[config.mk]
export PLATFORM = sky130hd
export DESIGN_NAME = emb_external_memory_bus
export DESIGN_NICKNAME = d
export VERILOG_FILES = /design/src/emb_pkg.sv /design/src/emb_external_memory_bus.sv
export SDC_FILE = /design/constraint.sdc
export NUM_CORES = 1
export LEC_CHECK = 0
export BUFFER_PORTS_ARGS = -buffer_cell sky130_fd_sc_hd__buf_4
export CAP_MARGIN = 20
export CELL_PAD_IN_SITES_DETAIL_PLACEMENT = 1
export CELL_PAD_IN_SITES_GLOBAL_PLACEMENT = 2
export CORE_ASPECT_RATIO = 1.25
export CORE_MARGIN = 2
export CORE_UTILIZATION = 34
export DETAILED_ROUTE_END_ITERATION = 12
export PLACE_DENSITY = 0.83
export SYNTH_ARGS = -nofsm -noshare
export SYNTH_HDL_FRONTEND = slang
export SYNTH_SLANG_ARGS = --single-unit
[constraint.sdc]
create_clock -name ref_clk -period 4.9 [get_ports ref_clk]
set_input_delay 0.98 -clock ref_clk [delete_from_list [all_inputs] [get_ports ref_clk]]
set_output_delay 0.98 -clock ref_clk [all_outputs]
set_load 0.01 [all_outputs]
[src/emb_pkg.sv]
package emb_pkg;
   // Hardware configuration register one bit positions that enable the bus.
   localparam int HW_CONFIG_REG_ONE_PORT_HI_BIT = 0;
   localparam int HW_CONFIG_REG_ONE_PORT_LO_BIT = 1;
   localparam logic [7:0] HW_CONFIG_REG_ONE_RESET = 8'hFF;
   localparam logic [7:0] HW_CONFIG_REG_ZERO_RESET = 8'hFF;
   // Special register address of the page register.
   localparam logic [7:0] PAGE_REG_ADDR = 8'h92;
   // Boot ROM placement.
   localparam logic [15:0] BOOT_USER_BASE = 16'hF800;
   localparam logic [15:0] BOOT_PROG_LAST = 16'h07FF;
   // Internal program memory top (last internal address).
   localparam logic [15:0] INT_PROG_LAST = 16'h7FFF;
   // Bus phase lengths in core clock cycles.
   localparam logic [1:0] ALE_CYCLES = 2'h2;
   localparam logic [1:0] STROBE_CYCLES = 2'h3;
   localparam logic [7:0] ZERO_BYTE = 8'h00;
   localparam logic [7:0] ONES_BYTE = 8'hFF;
   typedef enum logic [1:0] {
      EMB_MODE_USER = 2'b00,
      EMB_MODE_SERIAL = 2'b01,
      EMB_MODE_PARALLEL = 2'b10,
      EMB_MODE_RESERVED = 2'b11
   } emb_mode_e;
   typedef enum logic [2:0] {
      EMB_IDLE = 3'b000,
      EMB_ADDR = 3'b001,
      EMB_SETUP = 3'b010,
      EMB_STROBE = 3'b011,
      EMB_HOLD = 3'b100
   } emb_state_e;
endpackage : emb_pkg

[src/emb_external_memory_bus.sv]
// Notes on behaviour
// RULE1 - Bus active only when both enable bits zero.
// RULE2 - Every access, internal too, shown on bus.
// RULE3 - Internal accesses show zero data phase.
// RULE4 - Program reads use program strobe; data uses rd/wr.
// RULE5 - Fetch 16-bit; data 16-bit pointer or 8-bit.
// RULE6 - Page register held high for 8-bit moves.
// RULE7 - Low address and data multiplexed on low port.
// RULE8 - Bus pins driven push-pull in bus mode.
// RULE9 - Low address valid at latch strobe fall.
// RULE10 - Write data before strobe, held after it.
// RULE11 - Read data sampled just before strobe rise.
// RULE12 - Ports default I/O; untouched when disabled.
// RULE13 - Strap low forces external; else above range.
// RULE14 - Program fetch drives counter high byte.
// RULE15 - Bus enable claims P3.6/P3.7 as strobes.
// RULE16 - Config registers writable only in programming mode.
// RULE17 - Strobe straps sampled at reset select mode.
// RULE18 - Programming left only by user-mode reset; the code also leaves it on a reset sampling straps 00 (reserved mode).
// RULE19 - Boot ROM high in user, low in programming.
// RULE20 - One access at a time, latch then strobe.
`timescale 1ns/10ps
`default_nettype none
module emb_external_memory_bus
   import emb_pkg::*;
(
   input wire logic ref_clk,
   input wire logic rst,
   input wire logic strap_sample,
   input wire logic external_access_strap_n,
   input wire logic program_read_strobe_n_in,
   input wire logic ale_in,
   input wire logic cfg_wr,
   input wire logic cfg_sel_one,
   input wire logic [7:0] cfg_wdata,
   input wire logic boot_rom_enable,
   input wire logic req_valid,
   input wire logic req_is_fetch,
   input wire logic req_write,
   input wire logic req_short_addr,
   input wire logic [15:0] req_addr,
   input wire logic [7:0] req_wdata,
   input wire logic req_internal_hit,
   input wire logic [7:0] page_high_byte_reg,
   input wire logic [7:0] gpio_lo_out,
   input wire logic [7:0] gpio_hi_out,
   input wire logic gpio_p36_out,
   input wire logic gpio_p37_out,
   input wire logic [7:0] low_addr_data_port_in,
   output logic [7:0] low_addr_data_port_out,
   output logic low_addr_data_port_oe,
   output logic [7:0] high_addr_port_out,
   output logic high_addr_port_oe,
   output logic ale_out,
   output logic ale_oe,
   output logic program_read_strobe_n_out,
   output logic program_read_strobe_n_oe,
   output logic rd_n,
   output logic wr_n,
   output logic strobes_oe,
   output logic req_ready,
   output logic rsp_valid,
   output logic [7:0] rsp_rdata,
   output logic [7:0] hw_config_reg_one,
   output logic [7:0] hw_config_reg_zero,
   output logic [1:0] mode,
   output logic bus_enabled,
   output logic fetch_external,
   output logic boot_rom_hit
);
   ////////////////////////////////////////////////////////////////////////////////
   emb_state_e state;
   logic [1:0] cnt;
   logic cur_fetch;
   logic cur_write;
   logic cur_short;
   logic cur_internal;
   logic [15:0] cur_addr;
   logic [7:0] cur_wdata;
   logic force_external;
   logic flash_programming_mode;
   logic bus_on;
   logic req_external;
   logic [1:0] strap_code;

   assign bus_on = ~hw_config_reg_one[HW_CONFIG_REG_ONE_PORT_HI_BIT] & ~hw_config_reg_one[HW_CONFIG_REG_ONE_PORT_LO_BIT]; // RULE1
   assign flash_programming_mode = (mode == EMB_MODE_SERIAL) || (mode == EMB_MODE_PARALLEL);
   assign strap_code = {program_read_strobe_n_in, ale_in};
   // Fetches above internal range or any access with the strap low go outside.
   assign req_external = force_external | (req_is_fetch & (req_addr > INT_PROG_LAST)) | ~req_internal_hit; // RULE13

   ////////////////////////////////////////////////////////////////////////////////
   // Strap capture: a clocked sample at the end of any reset source.
   always_ff @(posedge ref_clk or posedge rst) begin
      if (rst) begin
         mode <= EMB_MODE_USER;
         force_external <= 1'b0;
      end else if (strap_sample) begin
         unique case (strap_code) // RULE17
            2'b01: mode <= EMB_MODE_SERIAL;
            2'b10: mode <= EMB_MODE_PARALLEL;
            2'b11: mode <= EMB_MODE_USER; // RULE18
            2'b00: mode <= EMB_MODE_RESERVED;
         endcase
         force_external <= ~external_access_strap_n; // RULE13
      end
   end

   ////////////////////////////////////////////////////////////////////////////////
   // Configuration registers default to I/O ports and change only while programming.
   always_ff @(posedge ref_clk or posedge rst) begin
      if (rst) begin
         hw_config_reg_one <= HW_CONFIG_REG_ONE_RESET; // RULE12
      end else if (cfg_wr && flash_programming_mode && cfg_sel_one) begin // RULE16
         hw_config_reg_one <= cfg_wdata;
      end
   end

   always_ff @(posedge ref_clk or posedge rst) begin
      if (rst) begin
         hw_config_reg_zero <= HW_CONFIG_REG_ZERO_RESET;
      end else if (cfg_wr && flash_programming_mode && !cfg_sel_one) begin // RULE16
         hw_config_reg_zero <= cfg_wdata;
      end
   end

   ////////////////////////////////////////////////////////////////////////////////
   // Status decodes of the current request, one cycle late.
   always_ff @(posedge ref_clk or posedge rst) begin
      if (rst) begin
         bus_enabled <= 1'b0;
      end else begin
         bus_enabled <= bus_on; // RULE1
      end
   end

   always_ff @(posedge ref_clk or posedge rst) begin
      if (rst) begin
         fetch_external <= 1'b0;
      end else begin
         fetch_external <= req_valid & req_is_fetch & req_external & (bus_on | force_external); // RULE13
      end
   end

   always_ff @(posedge ref_clk or posedge rst) begin
      if (rst) begin
         boot_rom_hit <= 1'b0;
      end else if (flash_programming_mode) begin
         boot_rom_hit <= req_valid & req_is_fetch & (req_addr <= BOOT_PROG_LAST); // RULE19
      end else begin
         boot_rom_hit <= req_valid & req_is_fetch & boot_rom_enable & (req_addr >= BOOT_USER_BASE); // RULE19
      end
   end

   ////////////////////////////////////////////////////////////////////////////////
   // Access fields are captured once, when a request is taken.
   always_ff @(posedge ref_clk or posedge rst) begin
      if (rst) begin
         cur_fetch <= 1'b0;
         cur_write <= 1'b0;
         cur_short <= 1'b0;
         cur_internal <= 1'b0;
         cur_addr <= 16'h0000;
         cur_wdata <= ZERO_BYTE;
      end else if (state == EMB_IDLE && req_valid && bus_on) begin
         cur_fetch <= req_is_fetch;
         cur_write <= req_write & ~req_is_fetch;
         cur_short <= req_short_addr & ~req_is_fetch; // RULE5
         cur_internal <= ~req_external;
         cur_addr <= req_addr;
         cur_wdata <= req_wdata;
      end
   end

   ////////////////////////////////////////////////////////////////////////////////
   // Access sequencer: address phase with latch pulse, then one strobe.
   always_ff @(posedge ref_clk or posedge rst) begin
      if (rst) begin
         state <= EMB_IDLE;
         cnt <= 2'h0;
      end else begin
         unique case (state)
            EMB_IDLE: begin
               if (req_valid && bus_on) begin // RULE2 RULE20
                  state <= EMB_ADDR;
                  cnt <= ALE_CYCLES - 2'h1;
               end
            end
            EMB_ADDR: begin
               if (cnt == 2'h0) begin
                  state <= EMB_SETUP;
               end else begin
                  cnt <= cnt - 2'h1;
               end
            end
            EMB_SETUP: begin
               state <= EMB_STROBE;
               cnt <= STROBE_CYCLES - 2'h1;
            end
            EMB_STROBE: begin
               if (cnt == 2'h0) begin
                  state <= EMB_HOLD;
               end else begin
                  cnt <= cnt - 2'h1;
               end
            end
            EMB_HOLD: begin
               state <= EMB_IDLE;
            end
            default: begin
               state <= EMB_IDLE;
            end
         endcase
      end
   end

   ////////////////////////////////////////////////////////////////////////////////
   // High port: page register on short moves, else the address high byte.
   always_ff @(posedge ref_clk or posedge rst) begin
      if (rst) begin
         high_addr_port_out <= ONES_BYTE;
         high_addr_port_oe <= 1'b0;
      end else if (!bus_on) begin
         high_addr_port_out <= gpio_hi_out; // RULE12
         high_addr_port_oe <= 1'b0;
      end else begin
         high_addr_port_out <= cur_short ? page_high_byte_reg : cur_addr[15:8]; // RULE6 RULE14
         high_addr_port_oe <= 1'b1; // RULE8
      end
   end

   ////////////////////////////////////////////////////////////////////////////////
   // Low port: address in the latch phase, then data, or zeros for internal hits.
   always_ff @(posedge ref_clk or posedge rst) begin
      if (rst) begin
         low_addr_data_port_out <= ONES_BYTE;
         low_addr_data_port_oe <= 1'b0;
      end else if (!bus_on) begin
         low_addr_data_port_out <= gpio_lo_out; // RULE12
         low_addr_data_port_oe <= 1'b0;
      end else begin
         unique case (state)
            EMB_ADDR: begin
               low_addr_data_port_out <= cur_addr[7:0]; // RULE7 RULE9
               low_addr_data_port_oe <= 1'b1;
            end
            EMB_SETUP, EMB_STROBE, EMB_HOLD: begin
               low_addr_data_port_out <= cur_internal ? ZERO_BYTE : cur_wdata; // RULE3 RULE10
               low_addr_data_port_oe <= cur_internal | cur_write; // RULE8
            end
            default: begin
               low_addr_data_port_out <= req_addr[7:0];
               low_addr_data_port_oe <= req_valid;
            end
         endcase
      end
   end

   ////////////////////////////////////////////////////////////////////////////////
   // Address latch strobe: one pulse per access, falling before the strobe phase.
   always_ff @(posedge ref_clk or posedge rst) begin
      if (rst) begin
         ale_out <= 1'b0;
         ale_oe <= 1'b0;
      end else if (!bus_on) begin
         ale_out <= 1'b0;
         ale_oe <= 1'b0;
      end else begin
         ale_out <= (state == EMB_IDLE && req_valid) || (state == EMB_ADDR && cnt != 2'h0); // RULE20
         ale_oe <= 1'b1; // RULE8
      end
   end

   ////////////////////////////////////////////////////////////////////////////////
   // Program read strobe for fetches; it rises on the same clock edge that samples the data.
   always_ff @(posedge ref_clk or posedge rst) begin
      if (rst) begin
         program_read_strobe_n_out <= 1'b1;
         program_read_strobe_n_oe <= 1'b0;
      end else if (!bus_on) begin
         program_read_strobe_n_out <= 1'b1;
         program_read_strobe_n_oe <= 1'b0;
      end else begin
         program_read_strobe_n_out <= ~(cur_fetch && state == EMB_SETUP) &
                                      ~(cur_fetch && state == EMB_STROBE && cnt != 2'h0); // RULE4
         program_read_strobe_n_oe <= 1'b1;
      end
   end

   ////////////////////////////////////////////////////////////////////////////////
   // Data read strobe on the P3.7 pin; general I/O value while the bus is off.
   always_ff @(posedge ref_clk or posedge rst) begin
      if (rst) begin
         rd_n <= 1'b1;
      end else if (!bus_on) begin
         rd_n <= gpio_p37_out;
      end else begin
         rd_n <= ~(!cur_fetch && !cur_write && state == EMB_SETUP) &
                 ~(!cur_fetch && !cur_write && state == EMB_STROBE && cnt != 2'h0); // RULE4
      end
   end

   // Data write strobe on the P3.6 pin; the data phase spans it on both sides.
   always_ff @(posedge ref_clk or posedge rst) begin
      if (rst) begin
         wr_n <= 1'b1;
      end else if (!bus_on) begin
         wr_n <= gpio_p36_out;
      end else begin
         wr_n <= ~(cur_write && state == EMB_STROBE); // RULE10
      end
   end

   // The strobe pins are claimed for the bus whenever it is enabled.
   always_ff @(posedge ref_clk or posedge rst) begin
      if (rst) begin
         strobes_oe <= 1'b0;
      end else begin
         strobes_oe <= bus_on; // RULE15
      end
   end

   ////////////////////////////////////////////////////////////////////////////////
   // Answer pulse in the cycle after the hold phase.
   always_ff @(posedge ref_clk or posedge rst) begin
      if (rst) begin
         rsp_valid <= 1'b0;
      end else begin
         rsp_valid <= (state == EMB_HOLD);
      end
   end

   always_ff @(posedge ref_clk or posedge rst) begin
      if (rst) begin
         req_ready <= 1'b0;
      end else begin
         req_ready <= bus_on && (state == EMB_IDLE) && !req_valid;
      end
   end

   // Read data taken on the last strobe cycle, before the strobe rises.
   always_ff @(posedge ref_clk or posedge rst) begin
      if (rst) begin
         rsp_rdata <= ZERO_BYTE;
      end else if (state == EMB_STROBE && cnt == 2'h0 && !cur_write) begin
         rsp_rdata <= low_addr_data_port_in; // RULE11
      end
   end
endmodule : emb_external_memory_bus
`default_nettype wire

==> qor.tcl, run 1 <==
set qor(cp-start-kind) {flip-flop}
set qor(postSynthCellCount) 288
set qor(route.detailed.drc) 0
set qor(drt-vias-per-instance) 4.97
set qor(synth-seq-cells) 86
set qor(cts_htree_levels) 3
set qor(worst_pin_slew_ns) 1.03
set qor(floorplan.initialDensity_pct) 35.1
set qor(timing.hold.ws_ns) 0.505
set qor(timing.max_cap.violations) 0
set qor(worst-path-max-fanout) 25
set qor(core_box_area_um2) 10700
set qor(instances_no_fill) 557
set qor(clkSinkCount) 86
set qor(clock_latency_ns) 0.34
set qor(design_area_um2) 5100
set qor(antenna_found_initial) 0
set qor(achievable-frequency_mhz) 380
set qor(criticalPathCategory) {reg -> reg}
set qor(dr.pass1.iters) 4
set qor(power.static_leakage_nw) 2.36
set qor(insertedDiodeCount) 0
set qor(final_period_util_pct) 53.7
set qor(syn2layout_area_growth_pct) 36.3
set qor(holdBufCountCts) 0
set qor(buffer_ports.inserted) 135
set qor(cts_repair_resize_count) 0
set qor(crit_chain) {or2_1, clkinv_4, nand4b_2, buf_12, mux2_2}
set qor(worst_setup_path_end_kind) {flip-flop}
set qor(finish.net_count) 501
set qor(detailed_route_wire_length_um) 9720
set qor(largest_net_degree_at_the_start_of_global_routing) 52
set qor(worst_ep_required_time_ns) 5.12
set qor(timing.critical_path.max_delay_family) {simple AND/OR/NAND/NOR gates}
set qor(post_cts_setup_bufs) 0
set qor(clk_root_buffer_cell) {sky130_fd_sc_hd__clkbuf_16}
set qor(drt-initial-drc-count) 81
set qor(register_clock_pin_slew_on_the_reported_worst_setup_and_hold_paths_ns) 0.06
set qor(fin_crit_ns) 2.63
set qor(syn-mean-instance-area_um2) 13.0
set qor(ys_types) 41
set qor(timing.critical_path.slowest_cell_delay_ns) 0.67
set qor(final_hold_viol_count) 0
set qor(setup_total_negative_slack_ns) 0
set qor(pwr_per_cell_area_nw_per_um2) 569
set qor(grt_pass1_vias) 3106
set qor(synth-seq-area-share_pct) 58.6
set qor(boundaryPins) 136
set qor(status) {finished, final reports clean}
set qor(die_width_um) 97.9
set qor(report.final.slew_viol_count) 0
set qor(cpMaxStageDelayCell) {sky130_fd_sc_hd__or2_1}
set qor(tritoncts_clock_tree) {built}
set qor(replace_congestion) 0.752
set qor(post_route_skew_ns) 0.00847
set qor(rows) 42
set qor(setup_violations) 0
set qor(mapped_nets) 369
set qor(holdCritPathClass) {reg -> reg}
set qor(relSlewSlack_pct) 30.9
set qor(dr_total_vias) 2766
set qor(drt.antenna.violating_nets) 0
set qor(global_route.overflow_total) 0
set qor(ir_worst_vdd_mv) 0.231
set qor(tritoncts.num_buffers) 9
set qor(clock_path_buffers) 2
set qor(mappedNetlistArea_um2) 3740
set qor(drt-wirelength-per-cell_um) 17.4
set qor(grt_setup_unrepaired) {no}
set qor(post_route_cells_drive_above_1_share_pct) 58.4
set qor(chipHeight_um) 121
set qor(critical_path_arrival_ns) 2.85
set qor(grt_pass1_wl_um) 15800
set qor(critical_path.n_buffers_inverters) 2
set qor(filler_cell_count) 1178
set qor(place.detailed.instances) 541
set qor(place_area_um2) 4850
set qor(place_hpwl_um) 7120
set qor(design.die.area_um2) 11900
set qor(yosysWarningCount) 0
set qor(gr-usage-all-layers_pct) 16.9
==> per-layer routing <==
layer / global-route usage [%] / up-vias / wire [um] / part of all wire, %
li1: - / 1279 / - / -
met1: 19.9 / 1380 / 3910 / 40
met2: 28.9 / 101 / 4910 / 50
met3: 6.22 / 6 / 799 / 8.2
met4: 5.12 / 0 / 103 / 1.1
met5: 0 / - / 0 / 0
==> metrics by stage <==
step	total power [W]	util (%)	setup WS (ns)
after floorplan	0.00188	-	1.76
after global placement	0.00227	45.2	2.02
after detailed placement	0.00233	45.4	2.23
after CTS	0.00295	47.8	2.22
after global routing	0.00310	47.8	2.04
final	0.00290	47.8	2.27
==> state kept, by name, indices dropped and copies added (netlist names), 2 cells and up <==
| register | count |
|---|---|
| hw_config_reg_zero | 8 |
| state | 3 |
| cur_addr | 16 |
| cnt | 2 |
| cur_wdata | 8 |
| mode | 2 |
| hw_config_reg_one | 8 |
| low_addr_data_port_out | 8 |
| rsp_rdata | 8 |
| high_addr_port_out | 8 |
==> path summary, 6_finish.rpt <==
check / from / to / slack, ns / depth (start not counted)
hold reg to reg: cur_wdata[4]$_DFFE_PP0P_ / cur_wdata[4]$_DFFE_PP0P_ / 0.51 / 1
setup reg to reg: hw_config_reg_one[1]$_DFFE_PP1P_ / cur_addr[5]$_DFFE_PP0P_ / 2.27 / 5
max in group asynchronous: rst / high_addr_port_out[1]$_DFF_PP1_ / 3.09 / 3
setup / recovery: hw_config_reg_one[1]$_DFFE_PP1P_ / cur_addr[5]$_DFFE_PP0P_ / 2.27 / 5
hold / removal: cur_wdata[4]$_DFFE_PP0P_ / cur_wdata[4]$_DFFE_PP0P_ / 0.51 / 1
min in group asynchronous: rst / rsp_rdata[3]$_DFFE_PP0P_ / 0.81 / 2
==> power by group <==
group	switching [W]	total, W	internal, W	leakage, nW
Clock	0.000263	0.000604	0.000342	0.127
Combinational	0.000461	0.00104	0.000581	1.24
Sequential	0.000191	0.00125	0.00106	0.995
==> Yosys cell counts (all sizes together) <==
| cell type | number | area share, % |
|---|---|---|
| o311a | 1 | 0.27 |
| a41oi | 1 | 0.23 |
| nand3 | 3 | 0.40 |
| inv | 5 | 0.50 |
| xor2 | 2 | 0.47 |
| or2 | 1 | 0.17 |
| o22a | 1 | 0.23 |
| nor2b | 12 | 2.2 |
| buf | 11 | 2.3 |
| nand4b | 1 | 0.40 |
| and4 | 1 | 0.23 |
| nand2 | 11 | 1.1 |
| ha | 1 | 0.33 |
| xnor2 | 1 | 0.23 |
| dfrtp | 51 | 34 |
| clkinv | 1 | 0.23 |
| or3b | 1 | 0.23 |
| a211oi | 1 | 0.20 |
| nand4 | 2 | 0.33 |
| a21oi | 13 | 1.7 |
| a31oi | 8 | 1.3 |
| nor3 | 3 | 0.40 |
| o22ai | 1 | 0.17 |
| dfstp | 35 | 25 |
| a221oi | 1 | 0.40 |
| o21ai | 26 | 3.5 |
| o32a | 1 | 0.27 |
| o21bai | 1 | 0.20 |
| nor3b | 4 | 1.3 |
| clkbuf | 5 | 0.50 |
| and3 | 1 | 0.17 |
| nor2 | 17 | 1.7 |
| mux2i | 8 | 2.1 |
| o21ba | 2 | 0.53 |
| o21a | 1 | 0.20 |
| mux2 | 52 | 17 |
| nand2b | 1 | 0.17 |
==> layout make-up <==
| type | instances | area [um2] | share of cell area (%) |
|---|---|---|---|
| clock buffers | 13 | 240 | 4.71 |
| clock inverters | 3 | 15.0 | 0.294 |
| inverters | 6 | 28.8 | 0.564 |
| flip-flops and latches | 86 | 2200 | 43.0 |
| multi-input cells | 180 | 1420 | 27.8 |
| repair buffers | 137 | 1040 | 20.4 |
| well taps | 132 | 165 | 3.24 |
==> kinds of logic (layout without fill, tap and decap cells) <==
kind of cell	Yosys count	after routing	share of synthesized area (%)
compound gates	58	58	9.26
xor+xnor	3	3	0.702
fa+ha+maj	1	1	0.334
buf+inv	22	159	3.54
flops	86	86	58.6
mux	60	60	18.7
simple gates	58	58	8.85
==> placed cells by master, fill, tap and decap left out, drive strengths merged, types with 2 or more instances in the layout <==
master	instances
buf	137
mux2	52
dfrtp	51
dfstp	35
o21ai	26
nor2	17
a21oi	13
clkbuf	13
nor2b	12
nand2	11
mux2i	8
a31oi	8
clkinv	5
inv	4
nor3b	4
nand3	3
nor3	3
xor2	2
nand4	2
o21ba	2
Note: power is estimated with default switching activity, not from simulation.
==> run 2, diff against run 1 <==
--- a/config.mk
+++ b/config.mk
@@ -11,9 +11,9 @@
 export CELL_PAD_IN_SITES_GLOBAL_PLACEMENT = 2
 export CORE_ASPECT_RATIO = 1.25
 export CORE_MARGIN = 2
-export CORE_UTILIZATION = 34
+export CORE_UTILIZATION = 28
 export DETAILED_ROUTE_END_ITERATION = 12
-export PLACE_DENSITY = 0.83
+export PLACE_DENSITY = 0.73
 export SYNTH_ARGS = -nofsm -noshare
 export SYNTH_HDL_FRONTEND = slang
 export SYNTH_SLANG_ARGS = --single-unit
==> constraint.sdc (replaced) <==
create_clock -name ref_clk -period 2.4 [get_ports ref_clk]
set_input_delay 0.48 -clock ref_clk [delete_from_list [all_inputs] [get_ports ref_clk]]
set_output_delay 0.48 -clock ref_clk [all_outputs]
set_load 0.01 [all_outputs]
==> run 2 against run 1 <==
Compared with the run above: via count increased by 0.65%; cell area increased by 2.8%; fmax increased by 36%; sequential cell count unchanged; combinational power increased by 110%; first-iteration DRC count decreased by 43%; critical path type unchanged; critical path depth unchanged; wire length increased by 2.2%; global-route usage decreased by 2.4 points; total power increased by 110%; die area increased by 21%; critical endpoint is now cur_addr[7]$_DFFE_PP0P_; worst hold slack got worse by 0.22 ns.
==> qor.tcl, run 2 (synthesis results as in run 1) <==
set qor(status) {finished, final reports clean}
set qor(tritoncts_clock_tree) {built}
set qor(buffer_ports.inserted) 135
set qor(post_route_skew_ns) 0.00545
set qor(criticalPathCategory) {reg -> reg}
set qor(critical_path_arrival_ns) 2.15
set qor(clkSinkCount) 86
set qor(dr_total_vias) 2784
set qor(achievable-frequency_mhz) 518
set qor(holdBufCountCts) 0
set qor(final_hold_viol_count) 0
set qor(pwr_per_cell_area_nw_per_um2) 1180
set qor(place.detailed.instances) 584
set qor(setup_violations) 0
set qor(post_place_setup_slack_ns) 0.442
set qor(final_period_util_pct) 80.5
set qor(register_clock_pin_slew_on_the_reported_worst_setup_and_hold_paths_ns) 0.06
set qor(drt-wirelength-per-cell_um) 16.6
set qor(cts_repair_resize_count) 0
set qor(place_hpwl_um) 7290
set qor(die_width_um) 107
set qor(chipHeight_um) 133
set qor(drt-vias-per-instance) 4.64
set qor(setup_total_negative_slack_ns) 0
set qor(worst_ep_required_time_ns) 2.61
set qor(gr-usage-all-layers_pct) 14.6
set qor(power.static_leakage_nw) 2.40
set qor(replace_congestion) 0.715
set qor(clock_path_buffers) 2
set qor(finish.utilization_pct) 39.8
set qor(fin_crit_ns) 1.93
set qor(clk_root_buffer_cell) {sky130_fd_sc_hd__clkbuf_16}
set qor(route.detailed.drc) 0
set qor(boundaryPins) 136
set qor(syn2layout_area_growth_pct) 40.1
set qor(rows) 47
set qor(cp-start-kind) {flip-flop}
set qor(comb_power_share_pct) 34.9
set qor(tritoncts.num_buffers) 9
set qor(timing.max_cap.violations) 0
set qor(p_sw_share_pct) 30.4
set qor(global_route.overflow_total) 0
set qor(layout_common_cells) {sky130_fd_sc_hd__buf_4 (140), sky130_fd_sc_hd__dfrtp_1 (51), sky130_fd_sc_hd__mux2_2 (43), sky130_fd_sc_hd__dfstp_2 (35), sky130_fd_sc_hd__o21ai_0 (26)}
set qor(final_common_cell) {sky130_fd_sc_hd__buf_4}
set qor(worst_setup_path_end_kind) {flip-flop}
set qor(post_cts_setup_bufs) 0
set qor(ir_worst_vdd_mv) 0.405
set qor(design.die.area_um2) 14300
set qor(max_reg_flops) 16
set qor(internal_power_w) 0.00432
set qor(power.sequential.fraction_pct) 41.3
set qor(drt-initial-drc-count) 46
set qor(finish.net_count) 505
set qor(cts_htree_levels) 3
set qor(relSlewSlack_pct) 50.3
set qor(antenna_found_initial) 0
set qor(core_box_area_um2) 13200
set qor(grt_pass1_wl_um) 16100
set qor(worst-path-max-fanout) 18
set qor(instances_no_fill) 600
set qor(floorplan.initialDensity_pct) 28.4
set qor(report.final.slew_viol_count) 0
set qor(grt_setup_unrepaired) {no}
set qor(largest_register_by_flop_count) {cur_addr}
set qor(largest_net_degree_at_the_start_of_global_routing) 87
set qor(dr.pass1.iters) 4
set qor(grt_pass1_vias) 3145
set qor(part_of_the_total_power_dissipated_in_the_clock_network_pct) 23.8
set qor(worst_pin_slew_ns) 0.742
set qor(insertedDiodeCount) 0
set qor(clock_latency_ns) 0.33
set qor(power_switching_w) 0.00189
set qor(post_route_cells_drive_above_1_share_pct) 59.2
set qor(timing.final.ws_setup_ns) 0.468
set qor(drt.antenna.violating_nets) 0
set qor(holdCritPathClass) {in -> async}
set qor(detailed_route_wire_length_um) 9930
[run 2: cell count changes in the layout (fill, tap and decap cells not counted)]
cell / change
sky130_fd_sc_hd__buf_4: +4
sky130_fd_sc_hd__clkinv_2: -2
sky130_fd_sc_hd__bufinv_16: +2
sky130_fd_sc_hd__clkbuf_1: -2
sky130_fd_sc_hd__clkinvlp_4: +1
sky130_fd_sc_hd__clkbuf_8: +1
[run 2: final timing paths]
check                                                      start                         end  slack, ns  depth (start not counted)
worst max-delay path            hw_config_reg_one[0]$_DFFE_PP1P_     cur_addr[7]$_DFFE_PP0P_       0.47                          5
worst min-delay path                                         rst    cur_addr[10]$_DFFE_PP0P_       0.28                          3
worst max register to register  hw_config_reg_one[0]$_DFFE_PP1P_     cur_addr[7]$_DFFE_PP0P_       0.47                          5
worst min register to register          cur_wdata[1]$_DFFE_PP0P_    cur_wdata[1]$_DFFE_PP0P_       0.50                          1
max in group asynchronous                                    rst              wr_n$_DFF_PP1_       1.74                          3
min in group ref_clk                     external_access_strap_n  force_external$_DFFE_PP0P_       0.32                          2
[run 2: power by group through the flow]
stage / Combinational, W / Sequential [W] / Clock (W)
5_1_grt: 0.00240 / 0.00265 / 0.00160
3_3_place_gp: 0.00214 / 0.00256 / 0
6_report: 0.00216 / 0.00256 / 0.00148
2_1_floorplan: 0.00126 / 0.00258 / 0
4_1_cts: 0.00221 / 0.00258 / 0.00154
3_5_place_dp: 0.00220 / 0.00260 / 0
[run 2: layout make-up]
type | count | area [um2]
Clock buffer | 12 | 246
Clock inverter | 4 | 70.1
Fill cell | 1474 | 7930
Inverter | 6 | 31.3
Multi-Input combinational cell | 180 | 1420
Sequential cell | 86 | 2200
Tap cell | 171 | 214
Timing Repair Buffer | 141 | 1070
[run 2: metal layers]
metal  routed length (um)  up-vias  GRT usage, %
li1                     -     1296             -
met5                    0        -             0
met2                 5090       91          25.3
met1                 3860     1388          16.4
met3                  848        9          5.43
met4                  138        0          4.91
[run 2: worst max-delay path, cell delays in order (launching register included)]
cell	delay, ns
sky130_fd_sc_hd__dfstp_2	0.55
sky130_fd_sc_hd__or2_1	0.17
sky130_fd_sc_hd__clkinv_4	0.16
sky130_fd_sc_hd__nand4b_2	0.28
sky130_fd_sc_hd__buf_4	0.28
sky130_fd_sc_hd__mux2_2	0.36
[run 2: stage by stage]
step / cell area (um2) / hold slack, ns / power [W]
4_1_cts: 5250 / 0.301 / 0.00633
2_1_floorplan: 3750 / 0.426 / 0.00384
6_report: 5250 / 0.282 / 0.00621
5_1_grt: 5250 / 0.312 / 0.00665
3_5_place_dp: 4930 / 0.474 / 0.00480
3_3_place_gp: 4930 / 0.470 / 0.00470
==> run 3, diff against run 2 <==
--- a/config.mk
+++ b/config.mk
@@ -11,9 +11,9 @@
 export CELL_PAD_IN_SITES_GLOBAL_PLACEMENT = 2
 export CORE_ASPECT_RATIO = 1.25
 export CORE_MARGIN = 2
-export CORE_UTILIZATION = 28
+export CORE_UTILIZATION = 31
 export DETAILED_ROUTE_END_ITERATION = 12
-export PLACE_DENSITY = 0.73
+export PLACE_DENSITY = 0.77
 export SYNTH_ARGS = -nofsm -noshare
 export SYNTH_HDL_FRONTEND = slang
 export SYNTH_SLANG_ARGS = --single-unit
==> constraint.sdc (replaced) <==
create_clock -name ref_clk -period 2 [get_ports ref_clk]
set_input_delay 0.4 -clock ref_clk [delete_from_list [all_inputs] [get_ports ref_clk]]
set_output_delay 0.4 -clock ref_clk [all_outputs]
set_load 0.01 [all_outputs]
==> run 3 against run 2 <==
Compared with the run above: highest routed layer unchanged; sequential share of layout area is 0.20 points lower; largest power group unchanged; non-clock buffer count increased by 5; via count decreased by 0.43%; largest cell class unchanged; worst setup slack got worse by 0.24 ns; critical path type unchanged.
==> qor.tcl, run 3 (synthesis results as in run 1) <==
set qor(post_route_skew_ns) 0.00933
set qor(crit_chain) {or2_1, clkinv_4, nand4b_2, buf_12, mux2_2}
set qor(instances_no_fill) 595
set qor(criticalPathCategory) {reg -> reg}
set qor(drt-wirelength-per-cell_um) 16.4
set qor(setup_violations) 0
set qor(holdCritPathClass) {in -> async}
set qor(clock_path_buffers) 2
set qor(rows) 44
set qor(timing.critical_path.slowest_cell_delay_ns) 0.55
set qor(post_cts_setup_bufs) 0
set qor(route.detailed.drc) 0
set qor(largest_net_degree_at_the_start_of_global_routing) 46
set qor(syn2layout_area_growth_pct) 40.7
set qor(clk_root_buffer_cell) {sky130_fd_sc_hd__clkbuf_16}
set qor(boundaryPins) 136
set qor(drt-vias-per-instance) 4.66
set qor(worst_setup_path_end_kind) {flip-flop}
set qor(setup_total_negative_slack_ns) 0
set qor(antenna_found_initial) 0
set qor(final_hold_viol_count) 0
set qor(fin_crit_ns) 1.77
set qor(post_place_setup_slack_ns) 0.215
set qor(cpMaxStageDelayCell) {sky130_fd_sc_hd__dfstp_2}
set qor(core_box_area_um2) 11700
set qor(buffer_ports.inserted) 135
set qor(chipHeight_um) 127
set qor(grt_setup_unrepaired) {no}
set qor(finish.net_count) 510
set qor(register_clock_pin_slew_on_the_reported_worst_setup_and_hold_paths_ns) 0.06
set qor(worst-path-max-fanout) 29
set qor(max_reg_flops) 16
set qor(layout_common_cells) {sky130_fd_sc_hd__buf_4 (145), sky130_fd_sc_hd__dfrtp_1 (51), sky130_fd_sc_hd__mux2_2 (43), sky130_fd_sc_hd__dfstp_2 (35), sky130_fd_sc_hd__o21ai_0 (26)}
set qor(grt_pass1_vias) 2984
set qor(dr_total_vias) 2772
set qor(cts_repair_resize_count) 0
set qor(holdBufCountCts) 0
set qor(tritoncts_clock_tree) {built}
set qor(achievable-frequency_mhz) 563
set qor(timing.max_cap.violations) 0
set qor(replace_congestion) 0.716
set qor(timing.critical_path.max_delay_family) {flip-flops}
set qor(tritoncts.num_buffers) 9
set qor(critical_path_arrival_ns) 2.00
set qor(post_route_cells_drive_above_1_share_pct) 59.9
set qor(worst_ep_required_time_ns) 2.22
set qor(place.detailed.instances) 579
set qor(grt_pass1_wl_um) 15300
set qor(worst_pin_slew_ns) 0.588
set qor(cp-start-kind) {flip-flop}
set qor(die_width_um) 102
set qor(final_period_util_pct) 88.7
set qor(floorplan.initialDensity_pct) 31.9
set qor(insertedDiodeCount) 0
set qor(clock_latency_ns) 0.34
set qor(place_hpwl_um) 6980
set qor(pwr_per_cell_area_nw_per_um2) 1420
set qor(power.static_leakage_nw) 2.43
set qor(detailed_route_wire_length_um) 9780
set qor(ir_worst_vdd_mv) 0.566
set qor(dr.pass1.iters) 4
set qor(cts_htree_levels) 3
set qor(clkSinkCount) 86
set qor(status) {finished, final reports clean}
set qor(final_common_cell) {sky130_fd_sc_hd__buf_4}
set qor(gr-usage-all-layers_pct) 15.6
set qor(drt-initial-drc-count) 73
set qor(report.final.slew_viol_count) 0
set qor(timing.hold.ws_ns) 0.219
set qor(timing.final.ws_setup_ns) 0.225
set qor(largest_register_by_flop_count) {cur_addr}
set qor(design.die.area_um2) 13000
set qor(critical_path.n_buffers_inverters) 2
set qor(global_route.overflow_total) 0
set qor(drt.antenna.violating_nets) 0
set qor(relSlewSlack_pct) 60.8
-- run 3: cell types whose count changed in the layout (fill, tap and decap cells not counted), sizes merged --
| cell | delta |
|---|---|
| clkbuf | -2 |
| buf | +5 |
| clkinv | +2 |
-- run 3: worst paths after layout --
check,start,endpoint,slack (ns),cells past startpoint
worst max-delay path,hw_config_reg_one[1]$_DFFE_PP1P_,cur_addr[5]$_DFFE_PP0P_,0.23,5
worst min-delay path,rst,cur_addr[8]$_DFFE_PP0P_,0.22,3
worst max register to register,hw_config_reg_one[1]$_DFFE_PP1P_,cur_addr[5]$_DFFE_PP0P_,0.23,5
worst min register to register,cnt[0]$_DFFE_PP0P_,cnt[0]$_DFFE_PP0P_,0.49,1
max in group asynchronous,rst,rsp_rdata[1]$_DFFE_PP0P_,1.35,3
min in group ref_clk,external_access_strap_n,force_external$_DFFE_PP0P_,0.22,2
-- run 3: cell type report --
| type | instances | area (um2) |
|---|---|---|
| fillers | 1287 | 6460 |
| clock inverters | 6 | 87.6 |
| flip-flops and latches | 86 | 2200 |
| multi-input cells | 180 | 1420 |
| clock buffers | 10 | 229 |
| inverters | 6 | 31.3 |
| repair buffers | 146 | 1110 |
| well taps | 161 | 201 |
-- run 3: metal layers --
metal	global-route usage [%]	vias to the layer above	part of all wire, %
met5	0	-	0
met4	4.47	0	1.1
met3	6.39	9	8.1
met2	25.9	94	50
met1	18.5	1366	41
li1	-	1303	-
-- run 3: report_power, final --
part | leakage (nW) | switching (W) | internal [W]
registers | 0.995 | 0.000447 | 0.00260
clock network | 0.156 | 0.000691 | 0.00109
logic | 1.28 | 0.00116 | 0.00149
-- run 3: worst register-to-register path: stages, from the launching register on --
cell and delay (ns):
sky130_fd_sc_hd__dfstp_2 0.55, sky130_fd_sc_hd__or2_1 0.19, sky130_fd_sc_hd__clkinv_4 0.17, sky130_fd_sc_hd__nand4b_2 0.16, sky130_fd_sc_hd__buf_12 0.23, sky130_fd_sc_hd__mux2_2 0.37
-- run 3: metrics by stage --
step	instance area (um2)	utilization, %	power (W)
3_5_place_dp	4950	42.2	0.00577
4_1_cts	5270	44.9	0.00761
6_report	5270	44.9	0.00749
5_1_grt	5270	44.9	0.00799
2_1_floorplan	3750	-	0.00461
3_3_place_gp	4950	42.2	0.00566
